## src/verilog/redriver_global_config_regs.vh

```
// Offsets, field positions, masks and reset values of the global configuration registers
`ifndef REDRIVER_GLOBAL_CONFIG_REGS_VH
`define REDRIVER_GLOBAL_CONFIG_REGS_VH

// ---------------------------------------------------------------
// Register offsets
// ---------------------------------------------------------------
`define MISC_SETTINGS_OFF       8'h0a
`define DATA_SLEW_OFF           8'h0b
`define CLOCK_SLEW_OFF          8'h0c
`define DRIVE_SETTINGS_OFF      8'h0d
`define EQ_CHOICE_OFF           8'h0e

// ---------------------------------------------------------------
// Reset values
// ---------------------------------------------------------------
`define MISC_SETTINGS_RST       8'h08
`define DATA_SLEW_RST           8'h34
`define CLOCK_SLEW_RST          8'h71
`define DRIVE_SETTINGS_RST      8'h22
`define EQ_CHOICE_RST           8'h3f

// ---------------------------------------------------------------
// Writable bit masks (read-only reserved bits are zero)
// ---------------------------------------------------------------
`define DATA_SLEW_WMASK         8'h77
`define CLOCK_SLEW_WMASK        8'h77

// ---------------------------------------------------------------
// Field positions
// ---------------------------------------------------------------
`define LANE_SWAP_BIT           7
`define RX_LOAD_DISABLE_BIT     5
`define HOTPLUG_STYLE_BIT       4
`define SNOOP_OFF_BIT           2
`define LOW_EDGE_HI             6
`define LOW_EDGE_LO             4
`define HIGH_EDGE_HI            2
`define HIGH_EDGE_LO            0
`define CLOCK_EDGE_HI           2
`define CLOCK_EDGE_LO           0
`define LINEAR_BIT              7
`define COUPLING_BIT            6
`define DC_GAIN_HI              5
`define DC_GAIN_LO              4
`define AUTO_POLICY_BIT         3
`define BYPASS_EN_BIT           2
`define TX_LOAD_HI              1
`define TX_LOAD_LO              0
`define LOW_EQ_PICK_HI          5
`define LOW_EQ_PICK_LO          4
`define HIGH_EQ_PICK_HI         3
`define HIGH_EQ_PICK_LO         2

// ---------------------------------------------------------------
// Field codes
// ---------------------------------------------------------------
`define DC_GAIN_ZERO_DB         2'h2
`define LOAD_NONE               2'h0
`define LOAD_300                2'h1
`define LOAD_AUTO               2'h2
`define LOAD_100                2'h3
`define EQ_PICK_LOW             2'h0
`define EQ_PICK_HIGH            2'h1
`define EQ_PICK_AUTO            2'h2

`endif

```

## src/verilog/redriver_global_config.v

```verilog
// Global configuration registers of the redriver with their serial-bus target
//
// Contract
// - Lane swap bit set swaps input and output lanes; clear swaps none; resets 0.
// - Receive load disable set kills termination; else termination follows hotplug input.
// - Hotplug output style bit: 0 push-pull, 1 open-drain; resets 0.
// - Snoop control 0 lets device snoop link rate; 1 stops snooping.
// - Data slew bits 6-4 set low-rate data edge speed; reset 3.
// - Data slew bits 2-0 set high-rate data edge speed; reset 4.
// - Clock slew bits 2-0 set clock lane edge speed; reset 1.
// - Drive bit 7 picks limited (0) or linear (1) style; reset 0.
// - Drive bit 6 picks DC (0) or AC (1) coupling with supply loads.
// - DC gain codes 0,1 give -3 dB, 2 gives 0 dB, 3 gives +1 dB.
// - Auto load at low rate: policy 0 none up to 165, 300 above 225.
// - Bypass equalizer only if enabled, gain code 2 and equalization zero.
// - Load field: 0 none, 1 300 ohm, 2 automatic, 3 100 ohm.
// - Low-rate equalizer pick: 0 low, 1 high, 2 auto, 3 reserved; reset 3.
// - High-rate equalizer pick uses the same encoding at bits 3-2.
// - Equalizer picks touch data lanes only; clock lane always uses low version.
// - Soft reset pulse returns every field here to its reset value.
`timescale 1ns/1ps
`include "redriver_global_config_regs.vh"

module redriver_global_config #(
  parameter [6:0] DEVICE_ADDR = 7'h2c
) (
  input  wire       clk,
  input  wire       arst_n,
  input  wire       scl_in,
  input  wire       sda_in,
  output wire       sda_out,
  output wire       sda_oe,
  input  wire       soft_reset,
  input  wire       hotplug_in_pin,
  output reg        hotplug_out_pin,
  output reg        hotplug_out_oe,
  input  wire       link_high_rate_snooped,
  input  wire       link_high_rate_written,
  input  wire       tmds_clk_over_225,
  input  wire       eq_setting_zero,
  output wire       lane_swap,
  output reg        rx_term_enable,
  output wire       snoop_enable,
  output wire [2:0] low_rate_edge_speed,
  output wire [2:0] high_rate_edge_speed,
  output wire [2:0] clock_edge_speed,
  output wire       linear_style_select,
  output wire       tx_coupling_select,
  output reg  [1:0] dc_gain_level,
  output reg  [1:0] tx_load,
  output reg        data_eq_high_rate,
  output wire       clock_eq_high_rate,
  output reg        equalizer_bypass
);

  // ---------------------------------------------------------------
  // Reset release and input synchronisers
  // ---------------------------------------------------------------
  reg [1:0] rst_sync_q;
  wire      rst_n;
  reg [1:0] scl_sync_q;
  reg [1:0] sda_sync_q;
  reg [1:0] hpd_sync_q;
  reg       scl_d_q;
  reg       sda_d_q;

  always @(posedge clk or negedge arst_n) begin
    if (!arst_n) begin
      rst_sync_q <= 2'h0;
    end else begin
      rst_sync_q <= {rst_sync_q[0], 1'b1};
    end
  end
  assign rst_n = rst_sync_q[1];

  always @(posedge clk or negedge rst_n) begin
    if (!rst_n) begin
      scl_sync_q <= 2'h3;
      sda_sync_q <= 2'h3;
      hpd_sync_q <= 2'h0;
      scl_d_q    <= 1'b1;
      sda_d_q    <= 1'b1;
    end else begin
      scl_sync_q <= {scl_sync_q[0], scl_in};
      sda_sync_q <= {sda_sync_q[0], sda_in};
      hpd_sync_q <= {hpd_sync_q[0], hotplug_in_pin};
      scl_d_q    <= scl_sync_q[1];
      sda_d_q    <= sda_sync_q[1];
    end
  end

  wire scl_s   = scl_sync_q[1];
  wire sda_s   = sda_sync_q[1];
  wire hpd_s   = hpd_sync_q[1];
  wire scl_rise = scl_s & ~scl_d_q;
  wire scl_fall = ~scl_s & scl_d_q;
  wire start_c = scl_s & scl_d_q & sda_d_q & ~sda_s;
  wire stop_c  = scl_s & scl_d_q & ~sda_d_q & sda_s;

  // ---------------------------------------------------------------
  // Serial target state machine
  // ---------------------------------------------------------------
  localparam [8:0] ST_IDLE     = 9'h001;
  localparam [8:0] ST_ADDR     = 9'h002;
  localparam [8:0] ST_ADDR_ACK = 9'h004;
  localparam [8:0] ST_PTR      = 9'h008;
  localparam [8:0] ST_PTR_ACK  = 9'h010;
  localparam [8:0] ST_WR       = 9'h020;
  localparam [8:0] ST_WR_ACK   = 9'h040;
  localparam [8:0] ST_RD       = 9'h080;
  localparam [8:0] ST_RD_ACK   = 9'h100;

  reg [8:0] state_q;
  reg [3:0] cnt_q;
  reg [7:0] shift_q;
  reg [7:0] tx_q;
  reg [7:0] ptr_q;
  reg       rw_q;
  reg       mack_q;
  reg       sda_low_q;
  reg       wr_en_q;
  reg [7:0] wr_addr_q;
  reg [7:0] wr_data_q;
  reg [7:0] rd_data;

  // Register file
  reg [7:0] misc_q;
  reg [7:0] dslew_q;
  reg [7:0] cslew_q;
  reg [7:0] drive_q;
  reg [7:0] eqsel_q;

  // Unmapped offsets read as zero, so the host sees no stale data
  always @* begin
    case (ptr_q)
      `MISC_SETTINGS_OFF:  rd_data = misc_q;
      `DATA_SLEW_OFF:      rd_data = dslew_q;
      `CLOCK_SLEW_OFF:     rd_data = cslew_q;
      `DRIVE_SETTINGS_OFF: rd_data = drive_q;
      `EQ_CHOICE_OFF:      rd_data = eqsel_q;
      default:             rd_data = 8'h00;
    endcase
  end

  always @(posedge clk or negedge rst_n) begin
    if (!rst_n) begin
      state_q   <= ST_IDLE;
      cnt_q     <= 4'h0;
      shift_q   <= 8'h00;
      tx_q      <= 8'h00;
      ptr_q     <= 8'h00;
      rw_q      <= 1'b0;
      mack_q    <= 1'b0;
      sda_low_q <= 1'b0;
      wr_en_q   <= 1'b0;
      wr_addr_q <= 8'h00;
      wr_data_q <= 8'h00;
    end else begin
      wr_en_q <= 1'b0;
      if (start_c) begin
        state_q   <= ST_ADDR;
        cnt_q     <= 4'h0;
        sda_low_q <= 1'b0;
      end else if (stop_c) begin
        state_q   <= ST_IDLE;
        sda_low_q <= 1'b0;
      end else begin
        case (state_q)
          ST_ADDR, ST_PTR, ST_WR: begin
            if (scl_rise) begin
              shift_q <= {shift_q[6:0], sda_s};
              cnt_q   <= cnt_q + 4'h1;
            end else if (scl_fall && cnt_q == 4'h8) begin
              cnt_q <= 4'h0;
              if (state_q == ST_ADDR) begin
                if (shift_q[7:1] == DEVICE_ADDR) begin
                  state_q   <= ST_ADDR_ACK;
                  rw_q      <= shift_q[0];
                  sda_low_q <= 1'b1;
                end else begin
                  state_q <= ST_IDLE;
                end
              end else if (state_q == ST_PTR) begin
                ptr_q     <= shift_q;
                state_q   <= ST_PTR_ACK;
                sda_low_q <= 1'b1;
              end else begin
                wr_en_q   <= 1'b1;
                wr_addr_q <= ptr_q;
                wr_data_q <= shift_q;
                state_q   <= ST_WR_ACK;
                sda_low_q <= 1'b1;
              end
            end
          end
          ST_ADDR_ACK: begin
            if (scl_fall) begin
              cnt_q <= 4'h0;
              if (rw_q) begin
                tx_q      <= rd_data;
                sda_low_q <= ~rd_data[7];
                state_q   <= ST_RD;
              end else begin
                sda_low_q <= 1'b0;
                state_q   <= ST_PTR;
              end
            end
          end
          ST_PTR_ACK, ST_WR_ACK: begin
            if (scl_fall) begin
              sda_low_q <= 1'b0;
              cnt_q     <= 4'h0;
              state_q   <= ST_WR;
              if (state_q == ST_WR_ACK) begin
                ptr_q <= ptr_q + 8'h01;
              end
            end
          end
          ST_RD: begin
            if (scl_rise) begin
              cnt_q <= cnt_q + 4'h1;
            end else if (scl_fall) begin
              if (cnt_q == 4'h8) begin
                sda_low_q <= 1'b0;
                ptr_q     <= ptr_q + 8'h01;
                state_q   <= ST_RD_ACK;
              end else begin
                sda_low_q <= ~tx_q[3'h7 - cnt_q[2:0]];
              end
            end
          end
          ST_RD_ACK: begin
            if (scl_rise) begin
              mack_q <= ~sda_s;
            end else if (scl_fall) begin
              cnt_q <= 4'h0;
              if (mack_q) begin
                tx_q      <= rd_data;
                sda_low_q <= ~rd_data[7];
                state_q   <= ST_RD;
              end else begin
                state_q <= ST_IDLE;
              end
            end
          end
          default: begin
            state_q   <= ST_IDLE;
            sda_low_q <= 1'b0;
          end
        endcase
      end
    end
  end

  // Open-drain: only ever pull low
  assign sda_out = 1'b0;
  assign sda_oe  = sda_low_q;

  // ---------------------------------------------------------------
  // Register storage
  // ---------------------------------------------------------------
  always @(posedge clk or negedge rst_n) begin
    if (!rst_n) begin
      misc_q  <= `MISC_SETTINGS_RST;
      dslew_q <= `DATA_SLEW_RST;
      cslew_q <= `CLOCK_SLEW_RST;
      drive_q <= `DRIVE_SETTINGS_RST;
      eqsel_q <= `EQ_CHOICE_RST;
    end else if (soft_reset) begin
      misc_q  <= `MISC_SETTINGS_RST;
      dslew_q <= `DATA_SLEW_RST;
      cslew_q <= `CLOCK_SLEW_RST;
      drive_q <= `DRIVE_SETTINGS_RST;
      eqsel_q <= `EQ_CHOICE_RST;
    end else if (wr_en_q) begin
      case (wr_addr_q)
        `MISC_SETTINGS_OFF:  misc_q  <= wr_data_q;
        `DATA_SLEW_OFF:      dslew_q <= wr_data_q & `DATA_SLEW_WMASK;
        `CLOCK_SLEW_OFF:     cslew_q <= wr_data_q & `CLOCK_SLEW_WMASK;
        `DRIVE_SETTINGS_OFF: drive_q <= wr_data_q;
        `EQ_CHOICE_OFF:      eqsel_q <= wr_data_q;
        default:             misc_q  <= misc_q;
      endcase
    end
  end

  // ---------------------------------------------------------------
  // Configuration outputs
  // ---------------------------------------------------------------
  assign lane_swap            = misc_q[`LANE_SWAP_BIT];
  assign snoop_enable         = ~misc_q[`SNOOP_OFF_BIT];
  assign low_rate_edge_speed  = dslew_q[`LOW_EDGE_HI:`LOW_EDGE_LO];
  assign high_rate_edge_speed = dslew_q[`HIGH_EDGE_HI:`HIGH_EDGE_LO];
  assign clock_edge_speed     = cslew_q[`CLOCK_EDGE_HI:`CLOCK_EDGE_LO];
  assign linear_style_select  = drive_q[`LINEAR_BIT];
  assign tx_coupling_select   = drive_q[`COUPLING_BIT];
  assign clock_eq_high_rate   = 1'b0;

  // Written rate stands in only while snooping is off
  wire       high_rate = snoop_enable ? link_high_rate_snooped : link_high_rate_written;
  wire [1:0] gain_code = drive_q[`DC_GAIN_HI:`DC_GAIN_LO];
  wire [1:0] load_code = drive_q[`TX_LOAD_HI:`TX_LOAD_LO];
  wire [1:0] eq_pick   = high_rate ? eqsel_q[`HIGH_EQ_PICK_HI:`HIGH_EQ_PICK_LO]
                                   : eqsel_q[`LOW_EQ_PICK_HI:`LOW_EQ_PICK_LO];
  reg  [1:0] load_d;
  reg        eq_d;

  always @* begin
    case (load_code)
      `LOAD_NONE: load_d = `LOAD_NONE;
      `LOAD_300:  load_d = `LOAD_300;
      `LOAD_AUTO: begin
        if (high_rate) begin
          load_d = `LOAD_300;
        end else if (drive_q[`AUTO_POLICY_BIT] || tmds_clk_over_225) begin
          load_d = `LOAD_300;
        end else begin
          load_d = `LOAD_NONE;
        end
      end
      default:    load_d = `LOAD_100;
    endcase
    case (eq_pick)
      `EQ_PICK_HIGH: eq_d = 1'b1;
      `EQ_PICK_AUTO: eq_d = link_high_rate_snooped;
      default:       eq_d = 1'b0;
    endcase
  end

  always @(posedge clk or negedge rst_n) begin
    if (!rst_n) begin
      rx_term_enable    <= 1'b0;
      hotplug_out_pin   <= 1'b0;
      hotplug_out_oe    <= 1'b0;
      dc_gain_level     <= `DC_GAIN_ZERO_DB;
      tx_load           <= `LOAD_NONE;
      data_eq_high_rate <= 1'b0;
      equalizer_bypass  <= 1'b0;
    end else begin
      rx_term_enable <= ~misc_q[`RX_LOAD_DISABLE_BIT] & hpd_s;
      if (misc_q[`HOTPLUG_STYLE_BIT]) begin
        hotplug_out_pin <= 1'b0;
        hotplug_out_oe  <= ~hpd_s;
      end else begin
        hotplug_out_pin <= hpd_s;
        hotplug_out_oe  <= 1'b1;
      end
      // Codes 0 and 1 give the same gain, so fold 1 onto 0
      dc_gain_level     <= (gain_code == 2'h1) ? 2'h0 : gain_code;
      tx_load           <= load_d;
      data_eq_high_rate <= eq_d;
      equalizer_bypass  <= drive_q[`BYPASS_EN_BIT] & (gain_code == `DC_GAIN_ZERO_DB)
                           & eq_setting_zero;
    end
  end

endmodule

```

## config.mk

```make
export PLATFORM = sky130hd
export DESIGN_NAME = redriver_global_config
export DESIGN_NICKNAME = d
export VERILOG_FILES = /design/src/verilog/redriver_global_config.v
export VERILOG_INCLUDE_DIRS = /design/src /design/src/verilog
export SDC_FILE = /design/constraint.sdc
export NUM_CORES = 1
export LEC_CHECK = 0
export ABC_AREA = 1
export BUFFER_PORTS_ARGS = -buffer_cell sky130_fd_sc_hd__buf_4
export CORE_UTILIZATION = 40
export CTS_CLUSTER_SIZE = 25
export DETAILED_ROUTE_END_ITERATION = 16
export PLACE_DENSITY = 0.54
export SLEW_MARGIN = 20
export SYNTH_ARGS = -nofsm -noshare
export SYNTH_HDL_FRONTEND = slang
export SYNTH_SLANG_ARGS = --single-unit
```

## constraint.sdc

```tcl
create_clock -name clk -period 4.5 [get_ports clk]
set_input_delay 0.45 -clock clk [delete_from_list [all_inputs] [get_ports clk]]
set_output_delay 0.45 -clock clk [all_outputs]
set_load 0.05 [all_outputs]
```

==> reports/results.tsv <==
metric	value	unit
crit path DAT	2.49	ns
FF-to-FF setup slack	2.25	ns
Syn Area/Cell	7.744	sq um
standard-cell rows	43	
via count	4714	
# resized after CTS	0	
vias in the first global route	4523	
width of the die	122.0	microns
relative slew slack	0.3803	
Max rail drop VDD	242.8	uV
EDFF count, synth	0	
# IOs	35	
Reg area	0.002836	sq mm
Final Cycle Share	0.4989	
clock period minus worst slack	2.245	ns
clock buffer depth	2	
Leakage	3.262	nW
Crit Reg-Reg Startpoint	state_q[0]$_DFFE_PN1P_	
maxcap violations	0	
RSZ-0062 raised after global routing	false	
Setup WS post-layout	2.255	ns
Antenna Nets Post-Route	0	
port buffer count	32	
Syn-to-layout area delta	12.81	%
Die H	122.0	microns
total wire length	14.57	mm
slowest stage cell, crit path	dfstp_2	
Post-Synth Simple-Gate Area	0.2958	
sequential share of the synthesized area	0.4916	
Clock Sinks	112	
compound-cell area share of the yosys netlist	0.09251	
H-Tree Depth	3	
post-synth top area share	0.3822	
Multi-input gate area	0.002454	sq mm
CP peak stage delay	0.56	ns
cts bufs inserted	9	
xor/xnor cell area share of the yosys netlist	0.01216	
post-synth top area cell	dfrtp_1	
worst-path maximum fanout	12	
Residual DRC	0	
HP Start	scl_in	
core area	0.01399	sq mm
Nets	788	
clock-pin slew on the worst setup and hold paths	0.08	ns
Avg WL per Cell	15.26	microns
global-route wire length before repair	23.97	mm
Area contributors post-synth	dfrtp_1 (38%), nand2_1 (13%), dfstp_2 (11%)	
initial antenna violation count	0	
area of the die	0.01489	sq mm
GRT Total Usage	0.2131	
hpwl dp	10.74	mm
placer congestion estimate	0.8541	
largest family of logic cells by synthesized area	simple AND/OR/NAND/NOR gates	
CTS tree	done	
synthesized-area fraction occupied by adder cells	0.01737	
Setup WS pre-CTS	1.931	ns
multiplexer share of the synthesized area	0.005212	
most used flip-flop cell after synthesis	dfrtp_1	
count leader, synth	nand2_1	
Seq cells post-synth	112	
run status	completed	
# fillers	1402	
initial DRC count	338	
Syn Std Cell Area	0.005762	sq mm
drt first pass iters	5	
Setup violations, final	0	
synth warn	0	
Reg2Reg Depth	11	
worst hold path class	in2reg	
hold path cells	1	
Synth Instances	744	
vias per inst	4.936	
hold path endpoint	scl_sync_q[0]$_DFF_PN1_	
Startpoint Class	register	
GRT overflow	0	
pwr dens	331.7	mW/mm^2
Reg-to-Reg End	cnt_q[0]$_DFFE_PN0P_	
number of diodes	0	
most frequent cells after synthesis	nand2_1 (197), inv_1 (92), dfrtp_1 (88)	
Worst path most repeated cell	nand2_1	
Crit Path Category	reg2reg	
Final Power	0.002156	W
critical path cell sequence	nor2_4 > nand2_4 > inv_2 > nand3_1 > nand2_1 > nor2_2 > nand3_1 > nor2_1 > nor2_1 > nand2_1 > nand2_1	
clk_lat worst skew	0.35	ns
post-synthesis async set-or-reset flop share	1.000	
final clock skew	0.009236	ns
CTS Root Buffer Type	clkbuf_16	
total placed cells including tap cells	938	
Starting Density	0.4119	
largest net degree at the start of global routing	72	
Crit. End Element	register	
fin cells	955	
Synth cell types	35	
proportion of layout cells with a drive suffix above 1	0.1381	
Worst Tran Pin Value	0.9295	ns
FMAX	445.4	MHz
fin. max-slew vios	0	
Setup TNS	0	ns
Worst Path Required	4.75	ns
final hold viol count	0	
-- flip-flops by register name (all words and copies together) (netlist names), 4 cells and up --
register / flops
dslew_q: 6
tx_q: 8
cslew_q: 6
wr_data_q: 8
state_q: 9
drive_q: 8
eqsel_q: 8
shift_q: 8
cnt_q: 4
misc_q: 8
ptr_q: 8
wr_addr_q: 8
-- power by group --
group | switching [W] | internal (W) | leakage [nW]
logic | 0.0000932 | 0.0000376 | 1.68
registers | 0.0000320 | 0.00104 | 1.42
clock network | 0.000398 | 0.000552 | 0.168
-- logic make-up (layout without fill, tap and decap cells) --
group / after synthesis / count (layout)
compound gates: 100 / 100
xor+xnor: 8 / 8
fa+ha+maj: 8 / 8
buf+inv: 120 / 150
flops: 112 / 112
mux: 3 / 3
other cells: 2 / 3
simple gates: 391 / 391
-- through the flow --
step / hold WS (ns) / area (sq um) / util
finish: 0.1952 / 6500 / 0.4647
global route: 0.1762 / 6500 / 0.4647
CTS: 0.1829 / 6495 / 0.4643
detailed placement: 0.2346 / 6133 / 0.4385
global placement: 0.2324 / 6133 / 0.4385
floorplan: 0.1544 / 5766 / -
-- critical path: cells and delay by family, from the launching register on --
family	cells	cell delay, ns
AND/OR/NAND/NOR	10	1.48
flip-flops	1	0.56
buffers and inverters	1	0.08
-- placed cells by master (no fill, tap or decap), types with 4 or more instances in the layout --
cell	count
nand4_1	4
nor2_1	83
o21ai_1	6
nor3_1	7
dfrtp_1	87
nand2_1	197
a22oi_1	5
buf_4	33
nand2_2	7
xor2_1	7
nor2_4	5
a21oi_1	26
nand3_1	72
ha_1	8
inv_2	6
nor2_2	8
clkbuf_16	9
inv_1	92
o21ai_0	55
dfstp_2	24
-- cell type report --
| class | instances | share of cell area |
|---|---|---|
| clock buffers | 9 | 0.03465 |
| clock inverters | 7 | 0.01944 |
| inverters | 100 | 0.05775 |
| multi-input cells | 513 | 0.3775 |
| flip-flops and latches | 112 | 0.4364 |
| well taps | 180 | 0.03465 |
| repair buffers | 34 | 0.03965 |
-- how the worst max path moves through the flow --
stage / to / from
finish: cnt_q[0]$_DFFE_PN0P_ / state_q[0]$_DFFE_PN1P_
global route: wr_addr_q[0]$_DFFE_PN0P_ / state_q[8]$_DFFE_PN0P_
CTS: wr_addr_q[5]$_DFFE_PN0P_ / sda_d_q$_DFF_PN1_
detailed placement: wr_addr_q[5]$_DFFE_PN0P_ / sda_d_q$_DFF_PN1_
global placement: wr_data_q[0]$_DFFE_PN0P_ / sda_d_q$_DFF_PN1_
floorplan: cnt_q[0]$_DFFE_PN0P_ / rst_sync_q[1]$_DFF_PN0_
-- routing by layer --
layer,vias to the layer above,track usage,part of all wire
met5,-,0,0
met4,0,0.06481,0.012
met3,12,0.03371,0.030
met2,76,0.3280,0.46
met1,2224,0.3070,0.50
li1,2402,-,-
-- what timing repair did --
item	in CTS	in global routing
endpoints found under the hold margin	2	0
buffers inserted	0	0
hold buffers	1	0
No activity file was read; power rests on OpenSTA's default activity.
